File: config.mk
export PLATFORM = sky130hd
export DESIGN_NAME = spe_entry
export DESIGN_NICKNAME = d
export VERILOG_FILES = /design/src/core/spe_pkg.sv /design/src/core/spe_entry.sv
export VERILOG_INCLUDE_DIRS = /design/src /design/src/core
export SDC_FILE = /design/constraint.sdc
export NUM_CORES = 1
export LEC_CHECK = 0
export ABC_AREA = 0
export BUFFER_PORTS_ARGS = -buffer_cell sky130_fd_sc_hd__buf_4
export CAP_MARGIN = 10
export CORE_MARGIN = 2
export CORE_UTILIZATION = 53
export DETAILED_ROUTE_END_ITERATION = 7
export PLACE_DENSITY = 0.76
export SLEW_MARGIN = 20
export SYNTH_ARGS = -nofsm -noshare
export SYNTH_HDL_FRONTEND = slang
export SYNTH_SLANG_ARGS = --single-unit
File: constraint.sdc
create_clock -name clk_i -period 1.54 [get_ports clk_i]
set_input_delay 0.077 -clock clk_i [delete_from_list [all_inputs] [get_ports clk_i]]
set_output_delay 0.077 -clock clk_i [all_outputs]
set_load 0.02 [all_outputs]
File: src/core/spe_defs.svh
// constants for the serial programming entry block
// assumes inclusion by the package, the design module and the bench
`ifndef SPE_DEFS_SVH
`define SPE_DEFS_SVH

`define SPE_KEY_BITS      32
// arbitrary key value of our own making; set the real one through the parameter
`define SPE_KEY_VALUE     32'h5ac3e10f
`define SPE_STATE_W       2

`endif

File: src/core/spe_pkg.sv
// types for the serial programming entry block
// assumes spe_defs.svh is on the include path
`include "spe_defs.svh"
package spe_pkg;
    typedef enum logic [`SPE_STATE_W-1:0] {
        SPE_IDLE  = 2'b00,
        SPE_SHIFT = 2'b01,
        SPE_PROG  = 2'b10
    } spe_state_type;

    typedef enum logic {
        SPE_ENTRY_LV = 1'b0,
        SPE_ENTRY_HV = 1'b1
    } spe_entry_type;
endpackage

File: src/core/spe_entry.sv
// entry and mode control for the two-wire serial programming port
// assumes pins arrive asynchronous to clk_i; the high programming voltage
// is reported by an analog detector as a plain level on hv_detect_i
`timescale 1ns/1ps
`include "spe_defs.svh"

// Overview of operation
// - the data pin is two-way and the serial clock is an input driven by the programmer.
// - program, id and configuration writes are granted only in program/verify mode.
// - low-voltage entry is possible only while the low-voltage enable bit is one.
// - a low-voltage session lasts only while master clear stays low.
// - with low-voltage enable set, master clear always acts as a reset input.
// - clearing the low-voltage enable bit is allowed only in a high-voltage session.
module spe_entry
    import spe_pkg::*;
#(
    parameter int          KEY_BITS  = `SPE_KEY_BITS,
    parameter logic [31:0] KEY_VALUE = `SPE_KEY_VALUE
) (
    // clock and reset
    input  wire logic clk_i,
    input  wire logic resetn_i,
    // programming pins
    input  wire logic prog_serial_clock_i,
    input  wire logic prog_serial_data_i,
    input  wire logic master_clear_n_i,
    input  wire logic hv_detect_i,
    // data pin drive from the command engine
    input  wire logic cmd_data_out_i,
    input  wire logic cmd_data_oe_i,
    output logic      prog_serial_data_o,
    output logic      prog_serial_data_oe_o,
    // configuration
    input  wire logic low_voltage_entry_enable_i,
    input  wire logic en_clear_req_i,
    // status to the core
    output logic      prog_mode_o,
    output logic      hv_session_o,
    output logic      reset_fn_en_o,
    output logic      nvm_write_en_o,
    output logic      en_clear_grant_o
);

    // elaboration check: the shifter and the bit counter serve a 32-bit key only
    if (KEY_BITS != 32) begin : g_bad_key_bits
        $error("KEY_BITS must be 32");
    end

    // two-stage synchronisers for every pin
    logic [4:0] meta_r;
    logic [4:0] sync_r;
    always_ff @(posedge clk_i or negedge resetn_i) begin
        if (!resetn_i) begin
            meta_r <= 5'h1f;
            sync_r <= 5'h1f;
        end else begin
            meta_r <= {prog_serial_clock_i, prog_serial_data_i, master_clear_n_i,
                       hv_detect_i, low_voltage_entry_enable_i};
            sync_r <= meta_r;
        end
    end
    wire sclk_s = sync_r[4];
    wire sdat_s = sync_r[3];
    wire mc_s   = sync_r[2];
    wire hv_s   = sync_r[1];
    wire lve_s  = sync_r[0];

    // rising edge of the serial clock, seen after the synchroniser
    logic sclk_d_r;
    always_ff @(posedge clk_i or negedge resetn_i) begin
        if (!resetn_i) begin
            // same level as the synchroniser's reset, so no false edge follows reset
            sclk_d_r <= 1'b1;
        end else begin
            sclk_d_r <= sclk_s;
        end
    end
    wire sclk_rise = sclk_s & ~sclk_d_r;

    // high voltage with clock and data low opens an hv session
    wire hv_entry = hv_s & ~sclk_s & ~sdat_s;

    spe_state_type state_r;
    spe_state_type state_nxt;
    logic [31:0]   key_r;
    logic [5:0]    cnt_r;
    logic          hv_r;

    // entry sequencer; hv wins over any low-voltage shifting
    always_comb begin
        state_nxt = state_r;
        case (state_r)
            SPE_IDLE: begin
                if (hv_entry) begin
                    state_nxt = SPE_PROG;
                end else if (!mc_s && lve_s) begin
                    state_nxt = SPE_SHIFT;
                end
            end
            SPE_SHIFT: begin
                if (hv_entry) begin
                    state_nxt = SPE_PROG;
                end else if (mc_s || !lve_s) begin
                    state_nxt = SPE_IDLE;
                end else if (cnt_r == 6'h20) begin
                    // full key: enter only on an exact match
                    state_nxt = (key_r == KEY_VALUE) ? SPE_PROG : SPE_IDLE;
                end
            end
            SPE_PROG: begin
                if (hv_r ? !hv_s : mc_s) begin
                    state_nxt = SPE_IDLE;
                end
            end
            default: state_nxt = SPE_IDLE;
        endcase
    end

    always_ff @(posedge clk_i or negedge resetn_i) begin
        if (!resetn_i) begin
            state_r <= SPE_IDLE;
        end else begin
            state_r <= state_nxt;
        end
    end

    // key shifter, msb first; a mismatch falls back to idle and the count restarts
    always_ff @(posedge clk_i or negedge resetn_i) begin
        if (!resetn_i) begin
            key_r <= 32'h0;
            cnt_r <= 6'h0;
        end else if (state_r != SPE_SHIFT) begin
            key_r <= 32'h0;
            cnt_r <= 6'h0;
        end else if (sclk_rise && cnt_r != 6'h20) begin
            key_r <= {key_r[30:0], sdat_s};
            cnt_r <= cnt_r + 6'h1;
        end
    end

    // session kind is latched on entry
    always_ff @(posedge clk_i or negedge resetn_i) begin
        if (!resetn_i) begin
            hv_r <= 1'b0;
        end else if (state_r != SPE_PROG && state_nxt == SPE_PROG) begin
            hv_r <= hv_entry;
        end else if (state_nxt != SPE_PROG) begin
            hv_r <= 1'b0;
        end
    end

    // registered outputs
    always_ff @(posedge clk_i or negedge resetn_i) begin
        if (!resetn_i) begin
            prog_mode_o           <= 1'b0;
            hv_session_o          <= 1'b0;
            reset_fn_en_o         <= 1'b1;
            nvm_write_en_o        <= 1'b0;
            en_clear_grant_o      <= 1'b0;
            prog_serial_data_o    <= 1'b0;
            prog_serial_data_oe_o <= 1'b0;
        end else begin
            prog_mode_o           <= state_r == SPE_PROG;
            hv_session_o          <= state_r == SPE_PROG && hv_r;
            reset_fn_en_o         <= lve_s;
            nvm_write_en_o        <= state_r == SPE_PROG;
            en_clear_grant_o      <= en_clear_req_i && state_r == SPE_PROG && hv_r;
            // data pin driven only inside a session
            prog_serial_data_o    <= cmd_data_out_i;
            prog_serial_data_oe_o <= cmd_data_oe_i && state_r == SPE_PROG;
        end
    end
endmodule

# After elaboration in Yosys (flattened, before gate mapping)
# Cells that the tools add are included.
# totals
in_bits	10
regBits	58
output_inout_bits	7
word_cells	58
# op_classes
bitwise_logic	6
addsub	1
n_reduce_logical	14
eq_ne	9
muxes	15
# op_table
op	count
two-way mux 32 bit	2
== test 32 x 31 -> 1 bit (second input constant)	1
two-way mux 2 bit	7
two-way mux 6 bit	2
logical AND 1 bit	7
adder 6 x 1 -> 6 bit (second input constant)	1
== test 6 bit (second input constant)	1
!= test 6 bit (second input constant)	1
one-hot mux 2 bit (3 select lines)	1
== test 2 bit (second input constant)	2
!= test 2 bit (second input constant)	2
nonzero test 2 bit	2
bitwise AND 1 bit	3
logical NOT 1 bit	3
two-way mux 1 bit	3
inverter 1 bit	3
== test 2 x 1 -> 1 bit (second input constant)	1
logical NOT 2 bit	1
!= test 2 x 1 -> 1 bit (second input constant)	1
logical OR 1 bit	1

# Logic depth before layout (Yosys ltp)
# Gate-level depths: netlist (run 1).
# logic_depth
depth_word	9
depth_mapped	8
depth_no_buf	6

# Worst setup path after synthesis (run 1)
# No wires, ideal clock.
# synth_path
kind	flip-flop to flip-flop
from	register cnt_r[0]
to	register cnt_r[3]
setup_ns	0.127
setup_slack_ns	-0.030
required_ns	1.413
path_stages_with_launch	8
arrival_ns	1.443
period_less_slack_ns	1.570
path_buffers	1
cell_sequence	dfrtp_1 inv_1 ha_1 nand4bb_4 o21a_1 buf_2 nand2_1 mux2_1
# synth_between
elab_chain_cells	3
word_cells_on_any_way	6
classes_between	add/sub (1); eq/ne (1); mux (2); reduce/logical (2)
# synth_rtl
element	line_no	source
from (decl)	spe_entry.sv:86	logic [5:0] cnt_r;
from (signal assigned)	spe_entry.sv:137	cnt_r <= cnt_r + 6'h1;
adder 6 x 1 -> 6 bit or != test 6 bit (tied branches)	spe_entry.sv:137, spe_entry.sv:135	
two-way mux 6 bit or logical AND 1 bit (tied branches)	spe_entry.sv:135	end else if (sclk_rise && cnt_r != 6'h20) begin
two-way mux 6 bit or nonzero test 2 bit (tied branches)	-	
# Several ways; a longest one is shown, not always the timed one. The select of a mux whose other input is x is not followed.
# A chain may end at the register's enable or synchronous reset.

# Final worst setup path (run 1)
# layout_path
from	register cnt_r[1]
to	register key_r[16]
# layout_between
elab_chain_cells	3
# layout_rtl
element	line_no	source
!= test 6 bit	spe_entry.sv:135	
logical AND 1 bit	spe_entry.sv:135	
nonzero test 2 bit (no source line)	-	
to (signal assigned)	spe_entry.sv:136	key_r <= {key_r[30:0], sdat_s};
to (decl)	spe_entry.sv:85	logic [31:0] key_r;
# No other way between the ends.

==> results of run 1 <==
-- layer usage --
layer / part of all wire (%) / up-vias / track usage (%) / routed length (um)
met5: 0 / - / 0 / 0
met4: 2.2 / 0 / 9.40 / 99
met3: 3.9 / 9 / 4.47 / 180
met2: 48 / 43 / 28.2 / 2190
met1: 46 / 815 / 27.1 / 2130
li1: - / 825 / - / -
-- flip-flops by register name, indices dropped and copies added (netlist names) --
register and flops:
reset_fn_en_o 1, hv_session_o 1, en_clear_grant_o 1, meta_r 5
nvm_write_en_o 1, hv_r 1, prog_serial_data_o 1, key_r 32
prog_serial_data_oe_o 1, sclk_d_r 1, sync_r 5, cnt_r 6
state_r 2
-- cells in the mapped netlist, types with 2 or more instances --
| cell type | n |
|---|---|
| nor2_1 | 9 |
| buf_2 | 7 |
| nand4b_1 | 2 |
| dfrtp_1 | 46 |
| xor2_1 | 2 |
| nand3_1 | 3 |
| a211oi_1 | 2 |
| ha_1 | 2 |
| and3_1 | 4 |
| and4b_1 | 2 |
| dfstp_2 | 12 |
| clkbuf_1 | 4 |
| a21oi_1 | 33 |
| inv_1 | 4 |
| and2_1 | 2 |
| nand2_1 | 70 |
-- cell usage in the layout (no fill, tap or decap), types with 3 or more instances in the layout --
cell / n
clkbuf_8: 10
and3_1: 4
nand2_1: 69
a21oi_1: 19
dfrtp_1: 46
nand3_1: 3
dlygate4sd3_1: 9
inv_1: 4
a21oi_2: 14
dfstp_2: 12
buf_6: 3
nor2_1: 9
buf_4: 25
-- metrics by stage --
step / TNS [ns] / utilization [%] / instance area [um2] / cells
3_5_place_dp: -0.0417 / 59.8 / 2570 / 291
5_1_grt: -0.891 / 70.5 / 3030 / 320
4_1_cts: 0 / 67.2 / 2880 / 316
6_report: 0 / 70.5 / 3030 / 320
3_3_place_gp: 0 / 59.8 / 2570 / 291
2_1_floorplan: 0 / - / 2340 / 224
-- worst paths after layout --
| path | from | end | slack [ns] | cells past startpoint |
|---|---|---|---|---|
| worst max-delay path | cnt_r[1]$_DFFE_PN0P_ | key_r[16]$_DFFE_PN0P_ | 0.006 | 7 |
| worst min-delay path | resetn_i | cnt_r[1]$_DFFE_PN0P_ | 0.35 | 2 |
| worst max register to register | cnt_r[1]$_DFFE_PN0P_ | key_r[16]$_DFFE_PN0P_ | 0.006 | 7 |
| worst min register to register | meta_r[1]$_DFF_PN1_ | sync_r[1]$_DFF_PN1_ | 0.36 | 0 |
| max in group asynchronous | resetn_i | key_r[12]$_DFFE_PN0P_ | 0.73 | 2 |
| min in group clk_i | meta_r[1]$_DFF_PN1_ | sync_r[1]$_DFF_PN1_ | 0.36 | 0 |
-- logic make-up (layout without fill, tap and decap cells) --
logic type	Yosys count	after routing	synth area share, %
and+or+nand+nor	102	102	21.1
DFF	58	58	63.0
AOI/OAI and AO/OA	41	41	9.57
muxes	2	2	0.914
adders and majority gates	2	2	1.08
buffers and inverters	16	60	3.12
xor gates and xnor gates	3	3	1.13
-- power by group through the flow --
stage / Sequential (mW) / Combinational [mW] / Clock (mW)
2_1_floorplan: 1.61 / 0.0749 / 0
6_report: 1.58 / 0.210 / 1.53
3_3_place_gp: 1.60 / 0.171 / 0
3_5_place_dp: 1.60 / 0.173 / 0
4_1_cts: 1.58 / 0.191 / 1.55
5_1_grt: 1.58 / 0.230 / 1.62
-- cell type report --
| class | instances | area [um2] |
|---|---|---|
| clock buffers | 11 | 141 |
| clock inverters | 5 | 77.6 |
| fillers | 300 | 1270 |
| inverters | 4 | 15.0 |
| multi-input cells | 150 | 883 |
| flip-flops and latches | 58 | 1470 |
| well taps | 52 | 65.1 |
| repair buffers | 40 | 377 |
-- critical path, stage by stage (launching register included) --
cell and delay, ns:
dfrtp_1 0.38, inv_1 0.06, ha_2 0.18, nand4bb_4 0.14, o21ai_4 0.23, clkbuf_16 0.22
nand2_1 0.07, a21oi_2 0.16
-- what timing repair did --
action | 4_1_cts | 5_1_grt
setup buffers | 0 | 3
hold buffers | 9 | 0
pin swaps | 2 | 8
endpoints found under the hold margin | 54 | 0
endpoints found under the setup margin | 2 | 34
cloned | 0 | 1
resized for setup | 1 | 23
==> summary.txt, run 1 <==
Synth
  • Top cells by area, synth: dfrtp_1 (49%), dfstp_2 (14%), nand2_1 (11%), a21oi_1 (7.1%), buf_2 (1.5%)
  • Yosys top cell area share: 49.5%
  • Yosys warning count: 0
  • Synth cell types: 36
  • Syn Nets: 236
  • EDFF count, synth: 0
  • Mapped Area: 2330 um2
  • Syn_area_per_cell: 10.4 um2
  • Post-synth top area cell: dfrtp_1
  • Sequential-to-total area share from yosys stat: 63.0%
  • FF+latch count, synth: 58
  • Main flop type after synthesis: dfrtp_1
  • Syn Inst Count: 224
  • Async SR Flop Fraction: 100%

Clock network
  • Clk sinks: 58
  • Clock Latency Late Sink: 0.33 ns
  • CTS root buf: clkbuf_8
  • CTS tree: yes
  • CTS max path bufs: 2
  • Worst-path clk slew: ~0.07 ns
  • CTS buffer count: 9
  • H-tree depth: 3

Pwr
  • Clock share of power: 46.1%
  • PwrDens: 1100 nW/um2
  • IR Drop Worst-Case VDD: 0.790 mV
  • Comb pwr share: 6.3%
  • Leakage Power: ~1.3 nW
  • Seq pwr share: 47.6%
  • Net Sw Frac: between 20% and 30%
  • Design Power: 3.31 mW
  • Internal Power: 2.60 mW
  • Psw: 0.717 mW

Placed design
  • Routability cong.: 0.821
  • Pre-CTS setup slack: -0.0269 ns
  • Post-DP HPWL: 2630 um
  • Number of port buffers: 16

STA
  • Count of final hold-check violations: 0
  • Hold WS: 0.347 ns
  • Fin. max-slew vios: 0
  • Setup ws final: 0.00566 ns
  • Post-Route Skew: 0.00561 ns
  • Final min period: 1.53 ns
  • Crit share post-route: 99.6%
  • Slew HR: 53.4%
  • Max Clk Rate: 652 MHz
  • RSZ-0062 raised after global routing: yes
  • # setup viols final: 0
  • Actual slew at the worst max-slew pin: 0.699 ns

Routing
  • DR iter-0 viols: 138
  • Vias per cell: 5.29
  • Routed Antenna Nets: 0
  • 1st-pass router iterations: 4
  • DRC: 0
  • Final wirelength: ~4600 um
  • Routed len/inst: around 14 um
  • Via count: roughly 1.7k

Floorplan
  • Ports: 17
  • Die area: slightly below 5000 um2
  • Area of the core: 4290 um2
  • Die height: 70.2 um
  • Die width: 70.2 um
  • Initial core utilization: 54.2%
  • Rows: 24

Flow run
  • Max cap viols: 0

Critical path
  • Arrival time at the worst endpoint: 1.78 ns
  • Worst path required time: 1.79 ns
  • Crit end category: flip-flop
  • WS Path Type: flip-flop to flip-flop
  • Max FO, Critical Path: 16
  • Kind of start point of the critical path: flip-flop

Hold path
  • HP Class: input port to asynchronous set/reset pin

Finish
  • Ant. Diodes: 0
  • Nets@finish: 275
  • Area Overhead vs Synth: 30.1%
  • Layout cell share with drive strength beyond 1: 30.6%

Global route
  • Total track usage: 19.2%
  • Initial antenna violation count: 0
  • Vias in the first global route: approximately 1.6k
  • Largest net degree at the start of global routing: 59
  • First-pass GRT wire length: 7280 um
  • Overflow after GRT: 0

Status
  • Status: completed
Power figures use the tool's default switching activity.
==> run 2: changes to the inputs <==
--- a/config.mk
+++ b/config.mk
@@ -12,6 +12,7 @@
 export CORE_MARGIN = 2
 export CORE_UTILIZATION = 53
 export DETAILED_ROUTE_END_ITERATION = 7
+export MAX_ROUTING_LAYER = met4
 export PLACE_DENSITY = 0.76
 export SLEW_MARGIN = 20
 export SYNTH_ARGS = -nofsm -noshare
==> run 2 against run 1 <==
Utilization is the same. Combinational power is essentially flat. Cell count is the same. Critical path depth is the same. Sequential power is essentially flat. Flip-flop and latch count is the same. First-iteration DRC count shrank 20%. Non-clock buffer count is the same. Clock skew is essentially flat.
==> summary.txt, run 2 (synthesis results as in run 1) <==
Placed design
  • Routability cong.: ~0.83
  • Number of port buffers: 16
  • Cell area after placement: 2570 um2
  • Post-DP HPWL: 2630 um

Finish
  • Most frequent cells in the layout: nand2_1 (69), dfrtp_1 (46), buf_4 (25)
  • Ant. Diodes: 0
  • Fin util: 70.5%
  • Final Cell Area: slightly above 3000 um2
  • Number of fill cells: 300
  • Largest register by flop count: key_r
  • Layout cell share with drive strength beyond 1: a little under a third
  • Area Overhead vs Synth: 30.1%
  • Nets@finish: 275
  • Most common cell after layout, fill and taps aside: nand2_1
  • Max reg flops: 32
  • Regs by FF count: key_r (32), cnt_r (6)

STA
  • RSZ-0062 raised after global routing: yes
  • Count of final hold-check violations: 0
  • # setup viols final: 0
  • Slew HR: 53.7%
  • Final min period: 1.54 ns
  • Actual slew at the worst max-slew pin: 0.694 ns
  • Max Clk Rate: around 650 MHz
  • Fin. max-slew vios: 0
  • Crit share post-route: 100%
  • Post-Route Skew: 0.00598 ns

Clock network
  • CTS buffer count: 9
  • H-tree depth: 3
  • Clock Latency Late Sink: 0.33 ns
  • Clk sinks: 58
  • CTS root buf: clkbuf_8
  • CTS tree: yes
  • CTS max path bufs: 2
  • Worst-path clk slew: 0.07 ns

Global route
  • Vias in the first global route: 1,590
  • Largest net degree at the start of global routing: 59
  • Initial antenna violation count: 0
  • Overflow after GRT: 0
  • First-pass GRT wire length: just over 7000 um
  • Total track usage: 19.7%

Routing
  • Routed Antenna Nets: 0
  • 1st-pass router iterations: 4
  • Routed len/inst: 14.3 um
  • DR iter-0 viols: 110
  • Final wirelength: 4590 um
  • DRC: 0
  • Vias per cell: 5.27
  • Via count: about 1.7k

Hold path
  • HP Class: input port to asynchronous set/reset pin

Critical path
  • WS Path Type: flip-flop to flip-flop
  • Max FO, Critical Path: 16
  • Kind of start point of the critical path: flip-flop
  • Arrival time at the worst endpoint: ~1.8 ns
  • Crit end category: flip-flop
  • Worst path required time: 1.79 ns

Pwr
  • Design Power: roughly 3.3 mW
  • Clock share of power: 46.1%
  • Internal Power: 2.60 mW
  • Seq pwr share: 47.6%
  • Leakage Power: 1.28 nW
  • PwrDens: 1100 nW/um2
  • IR Drop Worst-Case VDD: 0.790 mV
  • Net Sw Frac: 21.6%
  • Comb pwr share: 6.3%
  • Psw: 0.717 mW

Floorplan
  • Ports: 17
  • Die area: 4930 um2
  • Die width: roughly 70 um
  • Area of the core: 4290 um2
  • Die height: 70.2 um
  • Rows: 24
  • Initial core utilization: 54.2%

Status
  • Status: completed

Flow run
  • Max cap viols: 0
## run 2: final cells by class
| type | instances | area [um2] | share of cell area, % |
|---|---|---|---|
| Tap cell | 52 | 65.1 | 2.15 |
| Clock buffer | 11 | 141 | 4.67 |
| Multi-Input combinational cell | 150 | 883 | 29.2 |
| Clock inverter | 5 | 77.6 | 2.56 |
| Inverter | 4 | 15.0 | 0.496 |
| Timing Repair Buffer | 40 | 377 | 12.4 |
| Sequential cell | 58 | 1470 | 48.5 |
## run 2: critical path, stage by stage, from the launching register on
cell and delay, ns:
dfrtp_1 0.38, inv_1 0.06, ha_2 0.18, nand4bb_4 0.14, o21ai_4 0.23, clkbuf_16 0.22
nand2_1 0.07, a21oi_2 0.17
## run 2: worst paths after layout
path,start,end,slack (ns),cells after the start
worst max-delay path,cnt_r[1]$_DFFE_PN0P_,key_r[16]$_DFFE_PN0P_,0.00002,7
worst min-delay path,resetn_i,cnt_r[5]$_DFFE_PN0P_,0.33,2
worst max register to register,cnt_r[1]$_DFFE_PN0P_,key_r[16]$_DFFE_PN0P_,0.00002,7
worst min register to register,meta_r[1]$_DFF_PN1_,sync_r[1]$_DFF_PN1_,0.36,0
max in group asynchronous,resetn_i,cnt_r[4]$_DFFE_PN0P_,0.74,2
min in group clk_i,meta_r[1]$_DFF_PN1_,sync_r[1]$_DFF_PN1_,0.36,0
## run 2: power groups by stage
stage | registers (mW) | logic [mW] | clock network (mW)
finish | 1.58 | 0.210 | 1.53
global route | 1.58 | 0.230 | 1.62
CTS | 1.58 | 0.191 | 1.55
detailed placement | 1.60 | 0.173 | 0
global placement | 1.60 | 0.171 | 0
floorplan | 1.61 | 0.0749 | 0
## run 2: layer usage
metal	up-vias	wire length, um	GRT usage (%)
met5	-	0	-
met4	0	93	9.40
met3	9	160	4.47
met2	39	2150	28.0
met1	815	2180	27.2
li1	824	-	-
## run 2: repair_timing
action	in CTS	in global routing
resized for setup	1	23
endpoints found under the setup margin	2	34
setup buffers	0	3
hold buffers	9	0
hold endpoints to repair	54	0
gates cloned	0	1
pin swaps	2	8
## run 2: per-stage QoR
stage / worst slack [ns] / hold WS (ns) / instances / setup TNS, ns
detailed placement: -0.0269 / 0.175 / 291 / -0.0417
floorplan: 0.00252 / -0.219 / 224 / 0
CTS: 0.00997 / 0.356 / 316 / 0
finish: 0.0000162 / 0.328 / 320 / 0
global placement: 0.0267 / 0.172 / 291 / 0
global route: -0.0780 / 0.363 / 320 / -0.890
